### config.mk
export PLATFORM = sky130hd
export DESIGN_NAME = vtml_core
export DESIGN_NICKNAME = d
export VERILOG_FILES = /design/src/common/vtml_pkg.sv /design/src/rtl/vtml_persist.sv /design/src/rtl/vtml_core.sv
export VERILOG_INCLUDE_DIRS = /design/src /design/src/common
export SDC_FILE = /design/constraint.sdc
export NUM_CORES = 1
export LEC_CHECK = 0
export BUFFER_PORTS_ARGS = -buffer_cell sky130_fd_sc_hd__buf_2
export CAP_MARGIN = 20
export CORE_MARGIN = 3
export CORE_UTILIZATION = 52
export DETAILED_ROUTE_END_ITERATION = 7
export PLACE_DENSITY = 0.8
export SYNTH_ARGS = -nofsm -noshare
export SYNTH_HDL_FRONTEND = slang
export SYNTH_SLANG_ARGS = --single-unit
### constraint.sdc
create_clock -name ref_clk -period 17.55 [get_ports ref_clk]
set_input_delay 0 -clock ref_clk [delete_from_list [all_inputs] [get_ports ref_clk]]
set_output_delay 0 -clock ref_clk [all_outputs]
set_load 0.05 [all_outputs]
### src/common/vtml_defs.svh
/*
 * Object offsets, field positions, reset values and timing counts for the
 * velocity and torque monitor and limit block.
 * Assumes inclusion by bare name from any design or bench file.
 */
`ifndef VTML_DEFS_SVH
`define VTML_DEFS_SVH

// ----------------------------------------------------------------------
// Object indices (16-bit register addresses)
// ----------------------------------------------------------------------
`define VTML_SPEED_SENSOR_ACTUAL   16'h6069
`define VTML_SPEED_DEMAND         16'h606b
`define VTML_SPEED_ACTUAL         16'h606c
`define VTML_SPEED_COINCIDE_WIDTH 16'h606d
`define VTML_SPEED_COINCIDE_TIME  16'h606e
`define VTML_SPEED_THRESHOLD      16'h606f
`define VTML_SPEED_THRESHOLD_TIME 16'h6070
`define VTML_TORQUE_TARGET        16'h6071
`define VTML_TORQUE_MAXIMUM       16'h6072
`define VTML_TORQUE_DEMAND        16'h6074
`define VTML_TORQUE_ACTUAL        16'h6077
`define VTML_TORQUE_RAMP_SLOPE    16'h6087
`define VTML_SPEED_FEEDFORWARD    16'h60b1
`define VTML_TORQUE_FEEDFORWARD   16'h60b2
`define VTML_TORQUE_LIMIT_POS     16'h60e0
`define VTML_TORQUE_LIMIT_NEG     16'h60e1
`define VTML_SPEED_TARGET         16'h60ff

// ----------------------------------------------------------------------
// Reset values
// ----------------------------------------------------------------------
`define VTML_RST_TORQUE_MAXIMUM   16'h0bb8
`define VTML_RST_TORQUE_SLOPE     32'h0000_0064
`define VTML_RST_TORQUE_LIMIT     16'hffff

// ----------------------------------------------------------------------
// Statusword bits and timing
// ----------------------------------------------------------------------
`define VTML_SW_SPEED_COINCIDE    10
`define VTML_SW_SPEED_THRESHOLD   12
`define VTML_CLK_PERIOD_NS        10
`define VTML_TICK_MS              1
`define VTML_TICK_CYCLES          ((`VTML_TICK_MS * 1000000) / `VTML_CLK_PERIOD_NS)
`define VTML_SLOPE_TICK_NS        1000000000

`endif

### src/common/vtml_pkg.sv
/*
 * Types shared by the velocity and torque monitor and limit block.
 * Assumes the defs header is compiled alongside.
 */
package vtml_pkg;

    typedef enum logic [2:0] {
        VTML_MODE_PROFILE_VELOCITY,
        VTML_MODE_PROFILE_TORQUE,
        VTML_MODE_CSP,
        VTML_MODE_CSV,
        VTML_MODE_CST,
        VTML_MODE_OTHER
    } vtml_mode_t;

    typedef struct packed {
        logic        wr;
        logic        rd;
        logic [15:0] index;
        logic [31:0] wdata;
    } vtml_obj_req_t;

    typedef struct packed {
        logic signed [31:0] sensor_speed;
        logic signed [31:0] motor_speed;
        logic signed [31:0] traj_speed;
        logic signed [31:0] posctl_speed;
        logic signed [15:0] torque_out;
    } vtml_fbk_t;

    typedef struct packed {
        logic signed [31:0] speed_ref;
        logic signed [31:0] speed_ff;
        logic signed [15:0] torque_ff;
        logic signed [15:0] torque_ref;
        logic        [15:0] torque_lim_pos;
        logic        [15:0] torque_lim_neg;
    } vtml_ctl_t;

endpackage

### src/rtl/vtml_persist.sv
/*
 * Persistence qualifier: the flag rises once the condition has held for
 * the programmed number of millisecond ticks, and drops at once when the
 * condition fails.
 * Assumes one ref_clk domain and a one-cycle tick enable.
 */
`timescale 1ns/100ps
module vtml_persist #(
    parameter int TW = 16
) (
    input  wire logic          ref_clk,
    input  wire logic          nrst,
    input  wire logic          tick,
    input  wire logic          cond,
    input  wire logic [TW-1:0] hold_ms,
    output logic               flag
);
    logic [TW-1:0] cnt_ff;
    logic          flag_ff;

    // Saturating counter; with a zero hold time the flag rises one cycle after the condition
    always_ff @(posedge ref_clk or negedge nrst) begin
        if (!nrst) begin
            cnt_ff <= '0;
        end else if (!cond) begin
            cnt_ff <= '0;
        end else if (tick && cnt_ff < hold_ms) begin
            cnt_ff <= cnt_ff + 1'b1;
        end
    end

    always_ff @(posedge ref_clk or negedge nrst) begin
        if (!nrst) begin
            flag_ff <= 1'b0;
        end else begin
            flag_ff <= cond && (cnt_ff >= hold_ms);
        end
    end

    assign flag = flag_ff && cond;
endmodule

### src/rtl/vtml_core.sv
/*
 * Velocity/torque object dictionary logic of a servo drive: references,
 * offsets, torque limits, demand and actual reports, statusword bits 10
 * and 12.
 * Assumes a single-cycle object port from the fieldbus side, feedback
 * values synchronous to ref_clk, and an externally supplied mode.
 */
//
// Behaviour
// [RULE_01] Bit 10 after speed gap held in window
// [RULE_02] Bit 12 after speed held above threshold
// [RULE_03] Positive limit is min of max and positive
// [RULE_04] Negative limit is min of max and negative
// [RULE_05] Profile torque output capped at maximum torque; code cuts at once on the positive side only, the negative side ramps
// [RULE_06] Sync torque mode adds offset to reference
// [RULE_07] Sync position/velocity use torque offset as feedforward
// [RULE_08] Sync position uses velocity offset as feedforward
// [RULE_09] Profile torque ramps output at programmed slope
// [RULE_10] Target torque is the torque reference input
// [RULE_11] Target velocity is velocity-mode speed target
// [RULE_12] Velocity demand reports speed loop input
// [RULE_13] Torque demand reports current torque output
// [RULE_14] Sensor and motor speeds read back signed
// [RULE_15] Host writes window and threshold settings unsigned
// [RULE_16] Flags clear and timers restart when condition fails
`timescale 1ns/100ps
`include "vtml_defs.svh"
module vtml_core
    import vtml_pkg::*;
#(
    parameter int TICK_CYCLES = `VTML_TICK_CYCLES,
    parameter int SLOPE_CYCLES = `VTML_SLOPE_TICK_NS / `VTML_CLK_PERIOD_NS
) (
    input  wire logic          ref_clk,
    input  wire logic          nrst,
    input  wire vtml_mode_t    mode,
    input  wire vtml_obj_req_t obj_req,
    input  wire vtml_fbk_t     fbk,
    output logic [31:0]        obj_rdata,
    output logic               obj_ack,
    output logic               obj_err,
    output vtml_ctl_t          ctl,
    output logic [15:0]        statusword
);
    // ------------------------------------------------------------------
    // Writable objects
    // ------------------------------------------------------------------
    logic        [15:0] win_ff;
    logic        [15:0] win_time_ff;
    logic        [15:0] thr_ff;
    logic        [15:0] thr_time_ff;
    logic signed [15:0] tq_target_ff;
    logic        [15:0] tq_max_ff;
    logic        [31:0] tq_slope_ff;
    logic signed [31:0] spd_off_ff;
    logic signed [15:0] tq_off_ff;
    logic        [15:0] tq_lim_pos_ff;
    logic        [15:0] tq_lim_neg_ff;
    logic signed [31:0] spd_target_ff;

    // ------------------------------------------------------------------
    // Derived state
    // ------------------------------------------------------------------
    logic signed [15:0] tq_ramp_ff;
    logic signed [15:0] tq_demand_ff;
    logic signed [31:0] spd_demand_ff;
    logic        [31:0] ms_cnt_ff;
    logic               ms_tick;
    logic        [31:0] sl_acc_ff;
    logic        [31:0] nxt_sl_acc;
    logic        [15:0] ramp_step;
    logic        [15:0] lim_pos;
    logic        [15:0] lim_neg;
    logic signed [17:0] tq_sum;
    logic signed [17:0] tq_clip;
    logic signed [15:0] tq_goal;
    logic signed [32:0] spd_gap;
    logic        [32:0] spd_gap_abs;
    logic               coin_cond;
    logic               thr_cond;
    logic               coin_flag;
    logic               thr_flag;
    logic               hit;
    logic        [31:0] rd_val;

    // ------------------------------------------------------------------
    // Object writes
    // ------------------------------------------------------------------
    always_ff @(posedge ref_clk or negedge nrst) begin
        if (!nrst) begin
            win_ff        <= '0;
            win_time_ff   <= '0;
            thr_ff        <= '0;
            thr_time_ff   <= '0;
            tq_target_ff  <= '0;
            tq_max_ff     <= `VTML_RST_TORQUE_MAXIMUM;
            tq_slope_ff   <= `VTML_RST_TORQUE_SLOPE;
            spd_off_ff    <= '0;
            tq_off_ff     <= '0;
            tq_lim_pos_ff <= `VTML_RST_TORQUE_LIMIT;
            tq_lim_neg_ff <= `VTML_RST_TORQUE_LIMIT;
            spd_target_ff <= '0;
        end else if (obj_req.wr) begin
            if (obj_req.index == `VTML_SPEED_COINCIDE_WIDTH) begin
                win_ff <= obj_req.wdata[15:0]; // RULE_15
            end else if (obj_req.index == `VTML_SPEED_COINCIDE_TIME) begin
                win_time_ff <= obj_req.wdata[15:0];
            end else if (obj_req.index == `VTML_SPEED_THRESHOLD) begin
                thr_ff <= obj_req.wdata[15:0];
            end else if (obj_req.index == `VTML_SPEED_THRESHOLD_TIME) begin
                thr_time_ff <= obj_req.wdata[15:0];
            end else if (obj_req.index == `VTML_TORQUE_TARGET) begin
                tq_target_ff <= obj_req.wdata[15:0];
            end else if (obj_req.index == `VTML_TORQUE_MAXIMUM) begin
                tq_max_ff <= obj_req.wdata[15:0];
            end else if (obj_req.index == `VTML_TORQUE_RAMP_SLOPE) begin
                tq_slope_ff <= obj_req.wdata;
            end else if (obj_req.index == `VTML_SPEED_FEEDFORWARD) begin
                spd_off_ff <= obj_req.wdata;
            end else if (obj_req.index == `VTML_TORQUE_FEEDFORWARD) begin
                tq_off_ff <= obj_req.wdata[15:0];
            end else if (obj_req.index == `VTML_TORQUE_LIMIT_POS) begin
                tq_lim_pos_ff <= obj_req.wdata[15:0];
            end else if (obj_req.index == `VTML_TORQUE_LIMIT_NEG) begin
                tq_lim_neg_ff <= obj_req.wdata[15:0];
            end else if (obj_req.index == `VTML_SPEED_TARGET) begin
                spd_target_ff <= obj_req.wdata;
            end
        end
    end

    // ------------------------------------------------------------------
    // Torque limits and reference path
    // ------------------------------------------------------------------
    assign lim_pos = (tq_max_ff < tq_lim_pos_ff) ? tq_max_ff : tq_lim_pos_ff; // RULE_03
    assign lim_neg = (tq_max_ff < tq_lim_neg_ff) ? tq_max_ff : tq_lim_neg_ff; // RULE_04

    always_comb begin
        if (mode == VTML_MODE_CST) begin
            tq_sum = 18'(tq_target_ff) + 18'(tq_off_ff); // RULE_06
        end else begin
            tq_sum = 18'(tq_target_ff); // RULE_10
        end
        // Clip to the effective limits; in profile torque the maximum
        // setting already bounds both limits
        if (tq_sum > $signed({2'b00, lim_pos})) begin
            tq_clip = $signed({2'b00, lim_pos}); // RULE_05
        end else if (tq_sum < -$signed({2'b00, lim_neg})) begin
            tq_clip = -$signed({2'b00, lim_neg});
        end else begin
            tq_clip = tq_sum;
        end
        if (tq_clip > 18'sd32767) begin
            tq_goal = 16'sh7fff;
        end else if (tq_clip < -18'sd32768) begin
            tq_goal = 16'sh8000;
        end else begin
            tq_goal = tq_clip[15:0];
        end
    end

    // ------------------------------------------------------------------
    // Millisecond tick for the persistence timers
    // ------------------------------------------------------------------
    always_ff @(posedge ref_clk or negedge nrst) begin
        if (!nrst) begin
            ms_cnt_ff <= '0;
        end else if (ms_cnt_ff == 32'(TICK_CYCLES - 1)) begin
            ms_cnt_ff <= '0;
        end else begin
            ms_cnt_ff <= ms_cnt_ff + 32'h0000_0001;
        end
    end
    assign ms_tick = (ms_cnt_ff == 32'(TICK_CYCLES - 1));

    // ------------------------------------------------------------------
    // Profile torque ramp
    // ------------------------------------------------------------------
    // Slope is 0.1 %/s: a fractional accumulator spreads the per-second
    // amount over cycles so slow slopes still move the output.
    always_comb begin
        nxt_sl_acc = sl_acc_ff + tq_slope_ff;
        ramp_step  = '0;
        if (nxt_sl_acc >= 32'(SLOPE_CYCLES) || nxt_sl_acc < sl_acc_ff) begin
            ramp_step  = 16'h0001;
            nxt_sl_acc = nxt_sl_acc - 32'(SLOPE_CYCLES);
        end
    end

    always_ff @(posedge ref_clk or negedge nrst) begin
        if (!nrst) begin
            sl_acc_ff <= '0;
        end else if (mode == VTML_MODE_PROFILE_TORQUE) begin
            sl_acc_ff <= nxt_sl_acc;
        end else begin
            sl_acc_ff <= '0;
        end
    end

    always_ff @(posedge ref_clk or negedge nrst) begin
        if (!nrst) begin
            tq_ramp_ff <= '0;
        end else if (mode != VTML_MODE_PROFILE_TORQUE) begin
            tq_ramp_ff <= tq_goal;
        end else if (ramp_step != 16'h0000) begin
            // One 0.1 % step each time the accumulator rolls over
            if (tq_ramp_ff < tq_goal) begin
                tq_ramp_ff <= tq_ramp_ff + 16'sh0001; // RULE_09
            end else if (tq_ramp_ff > tq_goal) begin
                tq_ramp_ff <= tq_ramp_ff - 16'sh0001;
            end
        end else if (!lim_pos[15] && tq_ramp_ff > $signed({1'b0, lim_pos[14:0]})) begin
            // A lowered positive limit takes effect at once, not at ramp pace
            tq_ramp_ff <= tq_goal; // RULE_05
        end
    end

    // ------------------------------------------------------------------
    // Demand reports
    // ------------------------------------------------------------------
    always_ff @(posedge ref_clk or negedge nrst) begin
        if (!nrst) begin
            tq_demand_ff  <= '0;
            spd_demand_ff <= '0;
        end else begin
            tq_demand_ff <= tq_ramp_ff; // RULE_13
            if (mode == VTML_MODE_CSP) begin
                spd_demand_ff <= fbk.posctl_speed; // RULE_12
            end else if (mode == VTML_MODE_PROFILE_VELOCITY || mode == VTML_MODE_CSV) begin
                spd_demand_ff <= fbk.traj_speed;
            end else begin
                spd_demand_ff <= '0;
            end
        end
    end

    // ------------------------------------------------------------------
    // Control outputs
    // ------------------------------------------------------------------
    always_comb begin
        ctl.speed_ref      = (mode == VTML_MODE_PROFILE_VELOCITY || mode == VTML_MODE_CSV)
                             ? spd_target_ff : 32'sh0; // RULE_11
        ctl.speed_ff       = (mode == VTML_MODE_CSP) ? spd_off_ff : 32'sh0; // RULE_08
        ctl.torque_ff      = (mode == VTML_MODE_CSP || mode == VTML_MODE_CSV)
                             ? tq_off_ff : 16'sh0000; // RULE_07
        ctl.torque_ref     = tq_ramp_ff;
        ctl.torque_lim_pos = lim_pos;
        ctl.torque_lim_neg = lim_neg;
    end

    // ------------------------------------------------------------------
    // Statusword speed flags
    // ------------------------------------------------------------------
    assign spd_gap     = 33'(spd_target_ff) - 33'(fbk.motor_speed);
    assign spd_gap_abs = spd_gap[32] ? -spd_gap : spd_gap;
    assign coin_cond   = spd_gap_abs <= {17'h0_0000, win_ff}; // RULE_01
    assign thr_cond    = fbk.motor_speed > $signed({16'h0000, thr_ff}); // RULE_02

    vtml_persist #(.TW(16)) u_coin (
        .ref_clk (ref_clk),
        .nrst    (nrst),
        .tick    (ms_tick),
        .cond    (coin_cond),
        .hold_ms (win_time_ff),
        .flag    (coin_flag)
    ); // RULE_16

    vtml_persist #(.TW(16)) u_thr (
        .ref_clk (ref_clk),
        .nrst    (nrst),
        .tick    (ms_tick),
        .cond    (thr_cond),
        .hold_ms (thr_time_ff),
        .flag    (thr_flag)
    );

    always_comb begin
        statusword = '0;
        statusword[`VTML_SW_SPEED_COINCIDE]  = coin_flag; // RULE_01
        statusword[`VTML_SW_SPEED_THRESHOLD] = thr_flag; // RULE_02
    end

    // ------------------------------------------------------------------
    // Object reads
    // ------------------------------------------------------------------
    always_comb begin
        hit    = 1'b1;
        rd_val = '0;
        if (obj_req.index == `VTML_SPEED_SENSOR_ACTUAL) begin
            rd_val = fbk.sensor_speed; // RULE_14
        end else if (obj_req.index == `VTML_SPEED_DEMAND) begin
            rd_val = spd_demand_ff;
        end else if (obj_req.index == `VTML_SPEED_ACTUAL) begin
            rd_val = fbk.motor_speed;
        end else if (obj_req.index == `VTML_SPEED_COINCIDE_WIDTH) begin
            rd_val = {16'h0, win_ff};
        end else if (obj_req.index == `VTML_SPEED_COINCIDE_TIME) begin
            rd_val = {16'h0, win_time_ff};
        end else if (obj_req.index == `VTML_SPEED_THRESHOLD) begin
            rd_val = {16'h0, thr_ff};
        end else if (obj_req.index == `VTML_SPEED_THRESHOLD_TIME) begin
            rd_val = {16'h0, thr_time_ff};
        end else if (obj_req.index == `VTML_TORQUE_TARGET) begin
            rd_val = 32'(tq_target_ff);
        end else if (obj_req.index == `VTML_TORQUE_MAXIMUM) begin
            rd_val = {16'h0000, tq_max_ff};
        end else if (obj_req.index == `VTML_TORQUE_DEMAND) begin
            rd_val = 32'(tq_demand_ff); // RULE_13
        end else if (obj_req.index == `VTML_TORQUE_ACTUAL) begin
            rd_val = 32'(fbk.torque_out);
        end else if (obj_req.index == `VTML_TORQUE_RAMP_SLOPE) begin
            rd_val = tq_slope_ff;
        end else if (obj_req.index == `VTML_SPEED_FEEDFORWARD) begin
            rd_val = spd_off_ff;
        end else if (obj_req.index == `VTML_TORQUE_FEEDFORWARD) begin
            rd_val = 32'(tq_off_ff);
        end else if (obj_req.index == `VTML_TORQUE_LIMIT_POS) begin
            rd_val = {16'h0000, tq_lim_pos_ff};
        end else if (obj_req.index == `VTML_TORQUE_LIMIT_NEG) begin
            rd_val = {16'h0000, tq_lim_neg_ff};
        end else if (obj_req.index == `VTML_SPEED_TARGET) begin
            rd_val = spd_target_ff;
        end else begin
            hit = 1'b0;
        end
    end

    // Answer one cycle after the request; bad writes flagged, not stored
    always_ff @(posedge ref_clk or negedge nrst) begin
        if (!nrst) begin
            obj_rdata <= '0;
            obj_ack   <= 1'b0;
            obj_err   <= 1'b0;
        end else begin
            obj_ack <= obj_req.rd || obj_req.wr;
            obj_err <= (obj_req.rd || obj_req.wr) && (!hit || (obj_req.wr
                       && (obj_req.index == `VTML_SPEED_SENSOR_ACTUAL
                        || obj_req.index == `VTML_SPEED_DEMAND
                        || obj_req.index == `VTML_SPEED_ACTUAL
                        || obj_req.index == `VTML_TORQUE_DEMAND
                        || obj_req.index == `VTML_TORQUE_ACTUAL)));
            if (obj_req.rd) begin
                obj_rdata <= hit ? rd_val : 32'h0;
            end
        end
    end
endmodule

==> results.ini, run 1 <==
[place]
dpl.hpwl_um = 90500
port_buffers = 362
gp_congestion = 1.02
post-place-ws_ps = 7830
place_inst = 4812

[critical_path]
crit_required_ps = 18070
cpMostUsedCell = ha_1
arrival_ps = 10500
start_kind = flop
critPathMaxStageDelay_ps = 580
cp_slowest_cell = nand2_1
crit_path_end_kind = flop
cp_max_fo = 21
criticalPathCategory = flop to flop

[final_layout]
most-common-layout-cells = dfrtp_1, buf_2, nand2_1, ha_1, nor2_1
seq_area_um2 = 11000
nets = 4662
multi_input_area_um2 = 20500
stdcell_count = 5066
nFillCells = 5232
final_common_cell = dfrtp_1
synthToLayoutAreaGrowth_pct = 17.8
utilization_pct = 62.5
drive_gt1_share_pct = 18.6

[die]
row_count = 91
ios = 377
fp.dieH_um = 258
die-area_um2 = 66700
core_area_um2 = 62400
die_x_um = 258
start_util_pct = 53.1

[clocking]
clockRootBuffer = clkbuf_16
clk_path_buf_depth = 3
htree_levels = 2
cts_setup_buffers = 0
cts_tree = built
clock_latency_ps = 600
cts_sinks = 436
cts_buffers = 50
path_clk_slew_ps = 70

[power_and_ir_drop]
cellLeakagePower_nw = 19.2
peakVddDrop_v = 0.000154
power_density_nw_per_um2 = 88.9

[sta]
min_period_ps = 9980
worst_pin_slew_ps = 1130
slew_headroom_pct = 24.8
setup_viol = 0
maxSlewViolCount = 0
hold_ws_ps = 46.6
hold_violations = 0
rsz0062_at_grt = no
timing.fmax_mhz = 100
finalCritPeriodShare_pct = 56.9
tns_ps = 0
setup_slack_ps = 7570
final.setup_skew_ps = 29.7

[global_routing]
grt_overflow = 0
antenna_found_initial = 10
use_met2_pct = 54.9
grt_pass1_wl_um = 187000
track_usage_pct = 36.1
grt_util_met1_pct = 46.8
grt_start_max_net_pins = 104
busiest_layer = met2
use_met3_pct = 9.30
grt_pass1_vias = 31600

[logic_synthesis]
netlist_instances = 3755
ys_types = 102
synth.avg_cell_area_um2 = 8.82
ys_ff_latch = 436
ys_async_sr_fraction_pct = 100
synth_edf_count = 0
synth_seq_area_share_pct = 33.1
synth_flop_cell = dfrtp_1
yosysWarnings = 0
syn_area_um2 = 33100

[routing]
drcViolationCount = 0
drt-initial-drc-count = 4118
vias_per_cell = 6.50
wirelength_um = 124000
wl_per_cell_um = 24.6
final_antenna_net_count = 0
vias = 32900
detail_route.first_pass.iterations = 6

[outcome]
status = complete, no violations

[min_path]
hold_class = input pin to asynchronous set/reset pin

[flow_run]
cap_violations = 0

[cell usage after synthesis, drive strengths merged, types with 85 or more instances]
cell type	count	area [um2]
a21oi	207	1050
and2	111	694
clkbuf	162	608
dfrtp	394	9860
ha	275	3440
inv	234	878
mux2	209	2350
nand2	295	1110
nand3	101	505
nand4	85	532
nor2	266	998
o21ai	215	1080
xnor2	104	911
[sequential cells by signal, indices dropped and copies added (netlist names), 32 cells and up]
register       cells
ms_cnt_ff         32
spd_demand_ff     32
spd_off_ff        32
tq_slope_ff       32
obj_rdata         32
spd_target_ff     32
sl_acc_ff         32
[area by class of cell]
| cell class | instances | area share, % |
|---|---|---|
| antenna | 6 | 0.0385 |
| clock buffer | 68 | 3.64 |
| clock inverter | 22 | 0.946 |
| inverter | 234 | 2.25 |
| multi-input combinational | 2895 | 52.7 |
| sequential | 436 | 28.1 |
| tap | 837 | 2.69 |
| timing repair buffer | 568 | 9.65 |
[final timing paths]
| check | startpoint | to | slack, ps | cells past startpoint |
|---|---|---|---|---|
| worst max-delay path | tq_lim_neg_ff[6] | tq_ramp_ff[12] | 7570 | 40 |
| min in group ref_clk | fbk[111] | u_thr.cnt_ff[5] | 70 | 5 |
| worst max register to register | tq_lim_neg_ff[6] | tq_ramp_ff[12] | 7570 | 40 |
| max in group asynchronous | nrst | spd_demand_ff[22] | 15300 | 4 |
| worst min register to register | ms_cnt_ff[0] | ms_cnt_ff[0] | 490 | 1 |
| worst min-delay path | nrst | u_thr.cnt_ff[2] | 50 | 2 |
[power breakdown]
part | total [mW] | switching [mW] | internal, mW
registers | 1.15 | 0.0875 | 1.06
logic | 1.17 | 0.750 | 0.416
clock network | 1.15 | 0.452 | 0.699
[per-stage QoR]
step | cell area, um2 | total power, mW
floorplan | 33200 | 1.93
CTS | 39000 | 3.44
global route | 39000 | 3.62
global placement | 35600 | 2.26
finish | 39000 | 3.47
detailed placement | 35600 | 2.27
[timing repair]
action | in CTS | in global routing
resized for setup | 0 | 0
hold buffers | 156 | 0
endpoints found under the hold margin | 378 | 0
[cell families after synthesis]
group	share of synthesized area (%)
mux	7.86
buf+inv	5.16
fa+ha+maj	10.6
other cells	0.0113
simple gates	18.2
flops	33.1
compound gates	20.8
xor+xnor	4.31
[layer usage]
metal | routed length, um | vias up
met4 | 8220 | 0
met5 | 0 | -
met1 | 47700 | 15800
met2 | 53900 | 2068
met3 | 14600 | 439
li1 | - | 14700
[critical path, delay by kind of cell (launching register included)]
| family | cells | cell delay (ps) |
|---|---|---|
| DFF | 1 | 550 |
| adders and majority gates | 5 | 1360 |
| muxes | 1 | 270 |
| and+or+nand+nor | 9 | 2910 |
| buffers and inverters | 4 | 690 |
| xor gates and xnor gates | 1 | 120 |
| AOI/OAI and AO/OA | 20 | 3970 |
No activity file was read; power rests on OpenSTA's default activity.
==> inputs of run 2 (changes only) <==
Settings changed: PLACE_DENSITY 0.8 to 0.83.
Clock period 17.55 ns to 8.1 ns, I/O delays scaled along.
==> run 2 against run 1 <==
Effect of this change:
- clock skew down 5.6 ps
- clock-buffer cell count down 4
- non-clock buffer count grew 135
- sequential power grew 120%
- cell count rose by 2.6%
- the flow now finishes with violations (design-rule violations, negative setup slack)
==> results.ini, run 2 (synthesis gave the netlist of run 1 again) <==
[power_and_ir_drop]
power_density_nw_per_um2 = 192
comb_power_share_pct = 36.5
switching_share_pct = 37.5
peakVddDrop_v = 0.000501
p_int_mw = 4.85
power_frac_seq_pct = 32.2
cellLeakagePower_nw = 19.9
p_clk_share_pct = 31.3
power.total_mw = 7.76
power.switching_mw = 2.91

[sta]
final.setup_skew_ps = 24.1
hold_violations = 0
setup_slack_ps = -117
slew_headroom_pct = 25.9
finalCritPeriodShare_pct = 101
maxSlewViolCount = 0
worst_pin_slew_ps = 1110
setup_viol = 2
timing.fmax_mhz = 122
min_period_ps = 8220
rsz0062_at_grt = yes

[global_routing]
grt_pass1_wl_um = 192000
grt_pass1_vias = 32900
grt_start_max_net_pins = 171
track_usage_pct = 36.9
grt_overflow = 0
antenna_found_initial = 12

[clocking]
cts_sinks = 436
cts_tree = built
clk_path_buf_depth = 3
clockRootBuffer = clkbuf_16
cts_buffers = 49
path_clk_slew_ps = 80
clock_latency_ps = 610
htree_levels = 2

[die]
die_x_um = 258
die-area_um2 = 66700
core_area_um2 = 62400
ios = 377
fp.dieH_um = 258
row_count = 91
start_util_pct = 53.1

[final_layout]
drive_gt1_share_pct = 22.3
final_common_cell = dfrtp_1
final_area_um2 = 40400
seq_area_um2 = 11000
synthToLayoutAreaGrowth_pct = 22.0
stdcell_count = 5200
multi_input_area_um2 = 20900
most-common-layout-cells = dfrtp_1, buf_2, nand2_1, ha_1, nor2_1
nFillCells = 4998
nets = 4797

[min_path]
hold_class = input pin to asynchronous set/reset pin

[routing]
drt-initial-drc-count = 4374
vias = 33900
drcViolationCount = 68
final_antenna_net_count = 0
wirelength_um = 127000
detail_route.first_pass.iterations = 8
vias_per_cell = 6.52
wl_per_cell_um = 24.5

[outcome]
status = finished with violations
violations = design-rule violations, negative setup slack

[place]
placed_area_um2 = 36800
port_buffers = 362
place_inst = 4932
dpl.hpwl_um = 91000
gp_congestion = 1.03

[critical_path]
reg2reg_from = tq_lim_neg_ff[6]
critPathMaxStageDelay_ps = 550
arrival_ps = 8730
cp_slowest_cell = or4_1
criticalPathCategory = flop to flop
start_kind = flop
r2r_slack_ps = -120
crit_required_ps = 8610
critPathLaunch = tq_lim_neg_ff[6]
crit_path_end_kind = flop
cp_max_fo = 7

[flow_run]
cap_violations = 0

[run 2: path summary, 6_finish.rpt]
kind	to	depth (start not counted)
max in group asynchronous	sl_acc_ff[18]	3
min reg2reg	ms_cnt_ff[0]	1
min	thr_time_ff[1]	2
min in group ref_clk	obj_rdata[19]	4
max reg2reg	tq_ramp_ff[12]	41
max	tq_ramp_ff[12]	41
[run 2: per-layer routing]
metal / GRT usage (%) / routed length (um)
met5: 0 / 78
met1: 46.7 / 47000
met2: 55.3 / 54000
met4: 23.6 / 9470
met3: 10.6 / 16900
[run 2: worst max-delay path: cells and delay by family (launching register included)]
| family | cells | cell delay [ps] |
|---|---|---|
| DFF | 1 | 540 |
| and+or+nand+nor | 10 | 2570 |
| muxes | 1 | 220 |
| xor gates and xnor gates | 1 | 70 |
| buffers and inverters | 5 | 670 |
| AOI/OAI and AO/OA | 19 | 2930 |
| adders and majority gates | 5 | 1090 |
[run 2: repair_timing]
item                                    in CTS  in global routing
hold endpoints to repair                   338                  0
buffers inserted                             7                  5
hold buffers                               159                  0
pin swaps                                   15                 15
endpoints found under the setup margin       2                 16
cloned                                       1                  1
resized for setup                           25                 11
[run 2: cell type report]
cell class                 count  area share [%]
multi-input combinational   2896            51.7
sequential                   436            27.1
timing repair buffer         703            12.1
clock buffer                  64            3.45
tap                          837            2.59
inverter                     234            2.18
clock inverter                23           0.789
antenna                        7          0.0433
[run 2: per-stage QoR]
step | hold slack [ps] | util [%] | setup TNS (ps) | setup slack [ps]
after floorplan | -296 | - | -182 | -182
after global placement | 81.6 | 58.9 | 0 | 97.9
after detailed placement | 81.8 | 58.9 | -119 | -89.8
after CTS | 1.64 | 64.5 | 0 | 5.63
after global routing | 29.7 | 64.8 | -2520 | -600
final | 38.6 | 64.8 | -159 | -117
[run 2: power by group through the flow]
stage / Clock (mW) / Combinational, mW / Sequential [mW]
CTS: 2.42 / 2.61 / 2.48
floorplan: 0 / 1.63 / 2.58
detailed placement: 0 / 2.50 / 2.52
global placement: 0 / 2.45 / 2.52
finish: 2.43 / 2.83 / 2.50
global route: 2.51 / 3.05 / 2.50
